File: src/verilog/stereo_agc_defs.vh
// Register offsets, field positions, reset values and timing constants
`ifndef STEREO_AGC_DEFS_VH
`define STEREO_AGC_DEFS_VH
// ============================================================
// Register offsets
`define ADDR_LEFT_NG      8'h1C
`define ADDR_RIGHT_LT     8'h1D
`define ADDR_RIGHT_MAX    8'h1E
`define ADDR_RIGHT_NG     8'h1F
`define ADDR_LEFT_GAIN    8'h20
`define ADDR_RIGHT_GAIN   8'h21
// ============================================================
// Reset values
`define RST_NG            8'h00
`define RST_LT            8'h00
`define RST_MAX           8'hFF
`define RST_GAIN          8'h00
// ============================================================
// Field positions
`define LT_ENABLE_BIT     7
`define LT_TARGET_HI      6
`define LT_TARGET_LO      4
`define LT_ATTACK_HI      3
`define LT_ATTACK_LO      2
`define LT_DECAY_HI       1
`define LT_DECAY_LO       0
`define MAX_GAIN_HI       7
`define MAX_GAIN_LO       1
`define NG_HYST_HI        7
`define NG_HYST_LO        6
`define NG_THR_HI         5
`define NG_THR_LO         1
`define NG_CLIP_BIT       0
// ============================================================
// Gain limits in half-dB steps
`define GAIN_MIN          8'hE8
`define GAIN_MAX_CODE     7'h76
`define GAIN_CEIL         8'h77
// Noise threshold for code 0, signed half-dB; code 1 lands on -30 dB
`define THR_BASE_HD       9'h1C8
// ============================================================
// Timing
`define CLK_PERIOD_NS     20
`define NS_PER_MS         1000000
`define STEPS_PER_TC      16
`endif

File: src/verilog/agc_channel.v
// One channel of the gain control loop
`timescale 1ns/100ps
`include "stereo_agc_defs.vh"
module agc_channel #(
   parameter CYC_PER_MS   = `NS_PER_MS / `CLK_PERIOD_NS,
   parameter STEPS_PER_TC = `STEPS_PER_TC
) (
   input  wire       clk,
   input  wire       reset_n,
   input  wire       enable,       // Loop on
   input  wire [2:0] target_code,  // Target level select
   input  wire [1:0] attack_code,  // Attack time select
   input  wire [1:0] decay_code,   // Decay time select
   input  wire [6:0] max_code,     // Gain ceiling, half-dB
   input  wire [1:0] hyst_code,    // Noise hysteresis
   input  wire [4:0] thr_code,     // Noise threshold
   input  wire       clip_step,    // Fast step on clip
   input  wire       double_rate,  // Double-rate audio mode
   input  wire [7:0] level,        // Input level, signed half-dB
   output reg  [7:0] gain_reg,     // Applied gain, signed half-dB
   output wire       saturated,    // Gain at ceiling
   output reg        silence_reg   // Below noise threshold
);

   // ============================================================
   // Decode functions
   // Target level in signed half-dB
   function [8:0] target_hd;
      input [2:0] c;
      begin
         case (c)
            3'h0:    target_hd = -9'sd11;
            3'h1:    target_hd = -9'sd16;
            3'h2:    target_hd = -9'sd20;
            3'h3:    target_hd = -9'sd24;
            3'h4:    target_hd = -9'sd28;
            3'h5:    target_hd = -9'sd34;
            3'h6:    target_hd = -9'sd40;
            default: target_hd = -9'sd48;
         endcase
      end
   endfunction

   // Cycles between gain steps for a time constant in ms
   function [31:0] step_cycles;
      input [31:0] ms;
      input        dra;
      reg   [31:0] c;
      begin
         c = (ms * CYC_PER_MS) / STEPS_PER_TC;
         // Double rate runs the loop twice as fast; times drift
         if (dra)
            c = c >> 1;
         if (c == 32'h0)
            c = 32'h1;
         step_cycles = c;
      end
   endfunction

   // ============================================================
   // Decoded settings
   wire [31:0] attack_ms;                  // Attack time, ms
   wire [31:0] decay_ms;                   // Decay time, ms
   wire [7:0]  ceil_gain;                  // Clamped ceiling
   wire [8:0]  thr_hd;                     // Threshold, half-dB
   wire [8:0]  thr_exit;                   // Threshold plus hysteresis
   wire [8:0]  out_lvl;                    // Level after gain
   wire [8:0]  tgt;                        // Target, half-dB

   assign attack_ms = (attack_code == 2'h0) ? 32'd8  :
                      (attack_code == 2'h1) ? 32'd11 :
                      (attack_code == 2'h2) ? 32'd16 : 32'd20;
   assign decay_ms  = (decay_code == 2'h0) ? 32'd100 :
                      (decay_code == 2'h1) ? 32'd200 :
                      (decay_code == 2'h2) ? 32'd400 : 32'd500;
   // Codes past 59.0 dB all cap at 59.5 dB
   assign ceil_gain = (max_code > `GAIN_MAX_CODE) ? `GAIN_CEIL
                                                  : {1'b0, max_code};
   // -30 dB at code 1, 2 dB lower per code
   assign thr_hd   = `THR_BASE_HD - {2'b00, thr_code, 2'b00};
   assign thr_exit = thr_hd + {6'h00, hyst_code, 1'b0};
   assign out_lvl  = {level[7], level} + {gain_reg[7], gain_reg};
   assign tgt      = target_hd(target_code);

   assign saturated = enable && (gain_reg == ceil_gain);

   // ============================================================
   // Step timer and gain loop
   reg [31:0] tick_cnt_reg;                // Cycles since last step
   wire       atk_due;                     // Attack step due
   wire       dec_due;                     // Decay step due
   wire       clipping;                    // Output above full scale

   assign atk_due  = (tick_cnt_reg + 32'h1) >=
                     step_cycles(attack_ms, double_rate);
   assign dec_due  = (tick_cnt_reg + 32'h1) >=
                     step_cycles(decay_ms, double_rate);
   assign clipping = clip_step && !out_lvl[8] && (out_lvl != 9'h000);

   // Gain moves toward target; forced to unity while disabled, kept from rising while silent
   always @(posedge clk or negedge reset_n) begin
      if (!reset_n) begin
         gain_reg     <= `RST_GAIN;
         tick_cnt_reg <= 32'h0;
         silence_reg  <= 1'b0;
      end else begin
         // Noise gate with hysteresis on exit
         if (thr_code == 5'h00 || !enable)
            silence_reg <= 1'b0;
         else if (!silence_reg && $signed({level[7], level})
                  < $signed(thr_hd))
            silence_reg <= 1'b1;
         else if (silence_reg && $signed({level[7], level})
                  >= $signed(thr_exit))
            silence_reg <= 1'b0;
         if (!enable) begin
            // Off: unity gain, timer parked
            gain_reg     <= 8'h00;
            tick_cnt_reg <= 32'h0;
         end else if (clipping && gain_reg != `GAIN_MIN) begin
            // Clip stepping drops gain every cycle, no timer wait
            gain_reg     <= gain_reg - 8'h01;
            tick_cnt_reg <= 32'h0;
         end else if ($signed(gain_reg) > $signed(ceil_gain)) begin
            // Ceiling lowered under us: fall to it at once
            gain_reg     <= ceil_gain;
            tick_cnt_reg <= 32'h0;
         end else if ($signed(out_lvl) > $signed(tgt)) begin
            if (atk_due) begin
               tick_cnt_reg <= 32'h0;
               if (gain_reg != `GAIN_MIN)
                  gain_reg <= gain_reg - 8'h01;
            end else
               tick_cnt_reg <= tick_cnt_reg + 32'h1;
         end else if ($signed(out_lvl) < $signed(tgt)
                      && !silence_reg) begin
            // Silence keeps gain from rising so noise is not amplified
            if (dec_due) begin
               tick_cnt_reg <= 32'h0;
               if (gain_reg != ceil_gain)
                  gain_reg <= gain_reg + 8'h01;
            end else
               tick_cnt_reg <= tick_cnt_reg + 32'h1;
         end else
            tick_cnt_reg <= 32'h0;
      end
   end

endmodule // agc_channel

File: src/verilog/stereo_agc_control.v
// Stereo record-path gain control register bank and loops
`timescale 1ns/100ps
`include "stereo_agc_defs.vh"
module stereo_agc_control #(
   parameter CYC_PER_MS   = `NS_PER_MS / `CLK_PERIOD_NS,
   parameter STEPS_PER_TC = `STEPS_PER_TC
) (
   input  wire       CLK_SYS,
   input  wire       RESET_N,
   input  wire [7:0] REG_ADDR,       // Register offset
   input  wire       REG_WR,         // Write strobe
   input  wire [7:0] REG_WDATA,      // Write data
   input  wire       REG_RD,         // Read strobe
   output reg  [7:0] REG_RDATA,      // Read data, next cycle
   input  wire       LEFT_ENABLE,    // Left loop enable
   input  wire [2:0] LEFT_TARGET,    // Left target select
   input  wire [1:0] LEFT_ATTACK,    // Left attack select
   input  wire [1:0] LEFT_DECAY,     // Left decay select
   input  wire [6:0] LEFT_MAX_GAIN,  // Left gain ceiling
   input  wire       DOUBLE_RATE,    // Double-rate audio mode
   input  wire [7:0] LEFT_LEVEL,     // Left input level, half-dB
   input  wire [7:0] RIGHT_LEVEL,    // Right input level, half-dB
   output wire [7:0] LEFT_GAIN,      // Left applied gain
   output wire [7:0] RIGHT_GAIN,     // Right applied gain
   output wire       LEFT_SAT,       // Left at ceiling
   output wire       RIGHT_SAT,      // Right at ceiling
   output wire       LEFT_SILENCE,   // Left below threshold
   output wire       RIGHT_SILENCE   // Right below threshold
);

   // ============================================================
   // Control registers
   reg  [7:0] left_ng_reg;           // Left noise gate control
   reg  [7:0] right_lt_reg;          // Right level and timing
   reg  [7:0] right_max_reg;         // Right maximum gain
   reg  [7:0] right_ng_reg;          // Right noise gate control
   wire [7:0] left_gain;             // Left loop gain
   wire [7:0] right_gain;            // Right loop gain

   // Host writes; gain readback offsets ignore writes
   always @(posedge CLK_SYS or negedge RESET_N) begin
      if (!RESET_N) begin
         left_ng_reg   <= `RST_NG;
         right_lt_reg  <= `RST_LT;
         right_max_reg <= `RST_MAX;
         right_ng_reg  <= `RST_NG;
      end else if (REG_WR) begin
         case (REG_ADDR)
            `ADDR_LEFT_NG:  left_ng_reg   <= REG_WDATA;
            `ADDR_RIGHT_LT: right_lt_reg  <= REG_WDATA;
            // Bit 0 is stored as written; host keeps it zero
            `ADDR_RIGHT_MAX: right_max_reg <= REG_WDATA;
            `ADDR_RIGHT_NG: right_ng_reg  <= REG_WDATA;
            default: ;
         endcase
      end
   end

   // ============================================================
   // Read port, one cycle latency, unmapped reads zero
   always @(posedge CLK_SYS or negedge RESET_N) begin
      if (!RESET_N)
         REG_RDATA <= 8'h00;
      else if (REG_RD) begin
         case (REG_ADDR)
            `ADDR_LEFT_NG:    REG_RDATA <= left_ng_reg;
            `ADDR_RIGHT_LT:   REG_RDATA <= right_lt_reg;
            `ADDR_RIGHT_MAX:  REG_RDATA <= right_max_reg;
            `ADDR_RIGHT_NG:   REG_RDATA <= right_ng_reg;
            `ADDR_LEFT_GAIN:  REG_RDATA <= left_gain;
            `ADDR_RIGHT_GAIN: REG_RDATA <= right_gain;
            default:          REG_RDATA <= 8'h00;
         endcase
      end
   end

   assign LEFT_GAIN  = left_gain;
   assign RIGHT_GAIN = right_gain;

   // ============================================================
   // Left loop: enable and timing come from outside this bank
   agc_channel #(
      .CYC_PER_MS   (CYC_PER_MS),
      .STEPS_PER_TC (STEPS_PER_TC)
   ) u_left (
      .clk          (CLK_SYS),
      .reset_n      (RESET_N),
      .enable       (LEFT_ENABLE),
      .target_code  (LEFT_TARGET),
      .attack_code  (LEFT_ATTACK),
      .decay_code   (LEFT_DECAY),
      .max_code     (LEFT_MAX_GAIN),
      .hyst_code    (left_ng_reg[`NG_HYST_HI:`NG_HYST_LO]),
      .thr_code     (left_ng_reg[`NG_THR_HI:`NG_THR_LO]),
      .clip_step    (left_ng_reg[`NG_CLIP_BIT]),
      .double_rate  (DOUBLE_RATE),
      .level        (LEFT_LEVEL),
      .gain_reg     (left_gain),
      .saturated    (LEFT_SAT),
      .silence_reg  (LEFT_SILENCE)
   );

   // ============================================================
   // Right loop: programmed from this bank except the shared DOUBLE_RATE
   agc_channel #(
      .CYC_PER_MS   (CYC_PER_MS),
      .STEPS_PER_TC (STEPS_PER_TC)
   ) u_right (
      .clk          (CLK_SYS),
      .reset_n      (RESET_N),
      .enable       (right_lt_reg[`LT_ENABLE_BIT]),
      .target_code  (right_lt_reg[`LT_TARGET_HI:`LT_TARGET_LO]),
      .attack_code  (right_lt_reg[`LT_ATTACK_HI:`LT_ATTACK_LO]),
      .decay_code   (right_lt_reg[`LT_DECAY_HI:`LT_DECAY_LO]),
      .max_code     (right_max_reg[`MAX_GAIN_HI:`MAX_GAIN_LO]),
      .hyst_code    (right_ng_reg[`NG_HYST_HI:`NG_HYST_LO]),
      .thr_code     (right_ng_reg[`NG_THR_HI:`NG_THR_LO]),
      .clip_step    (right_ng_reg[`NG_CLIP_BIT]),
      .double_rate  (DOUBLE_RATE),
      .level        (RIGHT_LEVEL),
      .gain_reg     (right_gain),
      .saturated    (RIGHT_SAT),
      .silence_reg  (RIGHT_SILENCE)
   );

endmodule // stereo_agc_control

File: config.mk
export PLATFORM = sky130hd
export DESIGN_NAME = stereo_agc_control
export DESIGN_NICKNAME = d
export VERILOG_FILES = /design/src/verilog/agc_channel.v /design/src/verilog/stereo_agc_control.v
export VERILOG_INCLUDE_DIRS = /design/src /design/src/verilog
export SDC_FILE = /design/constraint.sdc
export NUM_CORES = 1
export LEC_CHECK = 0
export ABC_AREA = 0
export BUFFER_PORTS_ARGS = -buffer_cell sky130_fd_sc_hd__buf_2
export CAP_MARGIN = 20
export CELL_PAD_IN_SITES_DETAIL_PLACEMENT = 1
export CELL_PAD_IN_SITES_GLOBAL_PLACEMENT = 2
export CORE_ASPECT_RATIO = 0.8
export CORE_MARGIN = 3
export CORE_UTILIZATION = 30
export DETAILED_ROUTE_END_ITERATION = 8
export HOLD_SLACK_MARGIN = 0.1
export PLACE_DENSITY_LB_ADDON = 0.1
export REMOVE_ABC_BUFFERS = 1
export SETUP_SLACK_MARGIN = 0.4
export SLEW_MARGIN = 20
export SYNTH_ARGS = -nofsm -noshare
export SYNTH_HDL_FRONTEND = slang
export SYNTH_SLANG_ARGS = --single-unit
File: constraint.sdc
create_clock -name CLK_SYS -period 9.3 [get_ports CLK_SYS]
set_input_delay 0.93 -clock CLK_SYS [delete_from_list [all_inputs] [get_ports CLK_SYS]]
set_output_delay 0.93 -clock CLK_SYS [all_outputs]
set_load 0.02 [all_outputs]
==> key figures <==
Status
  • Status: completed

CTS
  • Clock Latency Late Sink: 0.45 ns
  • CTS buffer count: 17
  • Longest Clk Path Bufs: 2
  • Hold_buf cts: 0
  • CTS Sinks: 122
  • Reg clk slew, reported paths: 0.06 ns
  • CTS tree: yes
  • H-tree Lvls: 4
  • Clk root buf: clkbuf_16
  • Post-CTS setup buffer count: 0
  • # resized after CTS: 0

Logic synthesis
  • Dominant synthesized flop cell: dfrtp_1
  • Post-synth EDFFs: 0
  • Async SR Flop Fraction: 100%
  • Yosys warnings: 0
  • Seq cells post-synth: 122
  • Largest cells by area after synthesis: dfrtp_1 22%, ha_1 22%, mux2_2 3.9%, a21oi_1 3.6%, xnor2_1 3.4%
  • Cell taking the most area after synthesis: dfrtp_1
  • Synth Cell Area: 13000 sq um
  • Synthesized instance count: 1510
  • Distinct cells, synth: 80
  • Syn avg cell area: 8.63 sq um
  • Share of the synthesized area in the top cell type: 21.9%
  • Register area share after synthesis: 23.5%

Detailed routing
  • DRC errors left: 0
  • Initial DRT Pass Iterations: 7
  • Routed via count: 11.5k
  • Initial DRC Count: 574
  • Post-route ant nets: 0
  • WL final: 41200 um
  • Per-cell routed wire length: 19.0 um
  • Via density: 5.29

Power
  • Reg power frac: 27.7%
  • Worst vdd ir: 0.131 mV
  • Comb power frac: 39.9%
  • Part of the power in the clock network: 32.4%
  • Cell leakage power: 7.02 nW
  • Total power: 2.21 mW
  • P per Cell Area: 149 nW/um^2
  • Int Power: 1.32 mW
  • Switching share of total power: 40.0%
  • Sw power: 0.881 mW

Critical path
  • Crit path top cell by count: ha_1
  • Critical Path RT: 9.65 ns
  • WS Path Type: primary input to flip-flop
  • Critical Path AT: 6.58 ns
  • CP max-delay cell: nand3_1
  • CP max FO: 23
  • Endpoint type of the worst setup path: flip-flop
  • CP Buf/Inv Count: 3
  • CP delay by family, top: simple AND/OR/NAND/NOR gates
  • Critical Path Max Stage Delay: 0.67 ns
  • Startpoint types: primary input
  • CP Cell Sequence: buf_2 > inv_1 > ha_1 > nor2_1 > inv_1 > ha_1 > ha_1 > nand3_1 > nor2_1 > ha_1 > ha_1 > xor2_1 > mux2_2 > ha_1 > nand4_1 > or2_2 > nor2_1 > a21oi_1 > a21oi_1 > nor3_1 > a22o_1 > nand3_1 > nor2b_1

Timing
  • Crit share post-route: 67.0%
  • Period minus WS final: 6.24 ns
  • Worst-Margin Slew: 1.10 ns
  • Hold slack: 0.461 ns
  • Final hold violation count: 0
  • Endpoints failing setup: 0
  • Fmax: 0.160 GHz
  • Slew Limit Fails: 0
  • Layout Skew: 0.0111 ns
  • Setup TNS: 0 ns
  • RSZ-0062 raised after global routing: no
  • Slew headroom: 26.2%

Die
  • FP Rows: 67
  • Die Height: 192 um
  • Die width: 239 um
  • Core area: 42400 sq um
  • IO Pins: 80
  • Starting Density: 30.7%
  • DIE AREA: 46000 sq um

Layout
  • Area growth syn-to-layout: 13.3%
  • Fin util: 34.8%
  • Finished Cell Area: 14800 sq um
  • Fillers: 5048
  • Layout net count: 1888
  • Layout cells sized above 1: 12.8%
  • Diode count: 0

Place
  • Placed cell areas: 14200 sq um
  • Port Buffers: 79
  • HPWL Detailed: 32300 um
  • Routability Congestion: 0.786

GRT
  • GRT overflow: 0
  • Largest net degree at the start of global routing: 67
  • Vias in the first global route: 11.9k
  • Initial antenna violation count: 0
  • Gr usage total: 18.3%
  • First-pass GRT wire length: 66800 um

Flow run
  • MaxCap Viol Count: 0

Hold path
  • Hold crit path type: primary input to asynchronous set/reset pin
[synthesized netlist by cell type, drive strengths merged (4+ instances only)]
cell,n
a222oi,8
a211oi,10
o22ai,10
nor2b,63
a221oi,12
a21oi,96
o221ai,4
inv,76
clkbuf,31
o211a,4
fa,6
mux2i,23
nand4,32
a22o,5
or4,4
a21o,13
dfrtp,114
xor2,41
o31ai,9
a2111oi,5
nand3,51
and2,23
and3,26
dfstp,8
o21bai,6
xnor2,51
nor2,117
ha,226
o211ai,9
and4b,4
nor3,44
nor3b,5
and4,8
nor4,9
or3,4
nand2,115
mux2,45
a22oi,4
a31oi,13
a21boi,7
o21ai,66
nand2b,24
o21a,17
buf,9
or2,12
[worst paths after layout]
path,cells after the start,from,slack (ns),to
worst max-delay path,23,LEFT_ATTACK[0],3.06,u_left.tick_cnt_reg[12]
worst min-delay path,1,RESET_N,0.46,u_left.tick_cnt_reg[1]
worst max register to register,21,right_lt_reg[0],3.10,u_right.gain_reg[3]
worst min register to register,2,REG_RDATA[7],0.55,REG_RDATA[7]
max in group asynchronous,2,RESET_N,7.52,REG_RDATA[4]
min in group CLK_SYS,2,REG_RDATA[7],0.55,REG_RDATA[7]
[area by class of cell]
cell class | instances | area [sq um] | share of cell area [%]
sequential | 122 | 3060 | 20.7
timing repair buffer | 90 | 484 | 3.28
tap | 552 | 691 | 4.68
inverter | 76 | 285 | 1.93
clock inverter | 13 | 158 | 1.07
multi-input combinational | 1297 | 9640 | 65.2
clock buffer | 19 | 453 | 3.07
[cell usage in the layout, fill, tap and decap left out, drive strengths merged, types with 8 or more instances in the layout]
| cell type | n |
|---|---|
| ha | 226 |
| nor2 | 117 |
| nand2 | 115 |
| dfrtp | 114 |
| a21oi | 96 |
| buf | 90 |
| inv | 82 |
| o21ai | 66 |
| nor2b | 63 |
| xnor2 | 51 |
| nand3 | 51 |
| mux2 | 45 |
| nor3 | 44 |
| xor2 | 41 |
| nand4 | 32 |
| and3 | 26 |
| conb | 26 |
| nand2b | 24 |
| mux2i | 23 |
| and2 | 23 |
| clkbuf | 19 |
| o21a | 17 |
| a21o | 13 |
| a31oi | 13 |
| or2 | 12 |
| a221oi | 12 |
| a211oi | 10 |
| o22ai | 10 |
| o211ai | 9 |
| nor4 | 9 |
| o31ai | 9 |
| and4 | 8 |
| a222oi | 8 |
| dfstp | 8 |
[logic make-up after synthesis]
logic type      synth area share (%)
fa+ha+maj                       22.8
simple gates                    21.9
other cells                   0.0288
flops                           23.5
xor+xnor                        6.18
buf+inv                         3.39
compound gates                  16.6
mux                             5.65
[worst register-to-register path: stages, from the launching register on]
cell and delay [ns]:
dfrtp_1 0.52, inv_1 0.16, ha_1 0.42, nor2b_1 0.29, nand2b_1 0.12, fa_1 0.42, nand2b_1 0.16, fa_1 0.36
a21oi_1 0.16, o31ai_1 0.10, xnor2_1 0.22, a21boi_0 0.13, ha_1 0.31, nand4_1 0.12, nor2_1 0.17, or4b_2 0.60
a41oi_1 0.28, o22ai_1 0.15, a2111oi_0 0.59, a311oi_2 0.26, nand2b_1 0.35, o21ai_0 0.22
[stage by stage]
| stage | setup slack, ns | std cells |
|---|---|---|
| global route | 2.50 | 2169 |
| detailed placement | 2.61 | 2137 |
| finish | 3.06 | 2169 |
| CTS | 2.97 | 2169 |
| global placement | 2.80 | 2137 |
| floorplan | 3.93 | 1495 |
[power groups by stage]
stage	clock, mW	combinational, mW	sequential, mW
2_1_floorplan	0	0.576	0.635
3_3_place_gp	0	0.872	0.623
3_5_place_dp	0	0.880	0.623
4_1_cts	0.733	0.887	0.614
5_1_grt	0.749	0.992	0.618
6_report	0.715	0.879	0.612
[per-layer routing]
metal	track usage (%)	up-vias	routed length, um	share of wire (%)
li1	-	5681	-	-
met1	27.6	5641	22200	54
met2	27.9	128	17500	43
met3	2.83	27	1150	2.8
met4	2.93	0	325	0.79
met5	0	-	0	0
(Power assumes the default switching activity.)
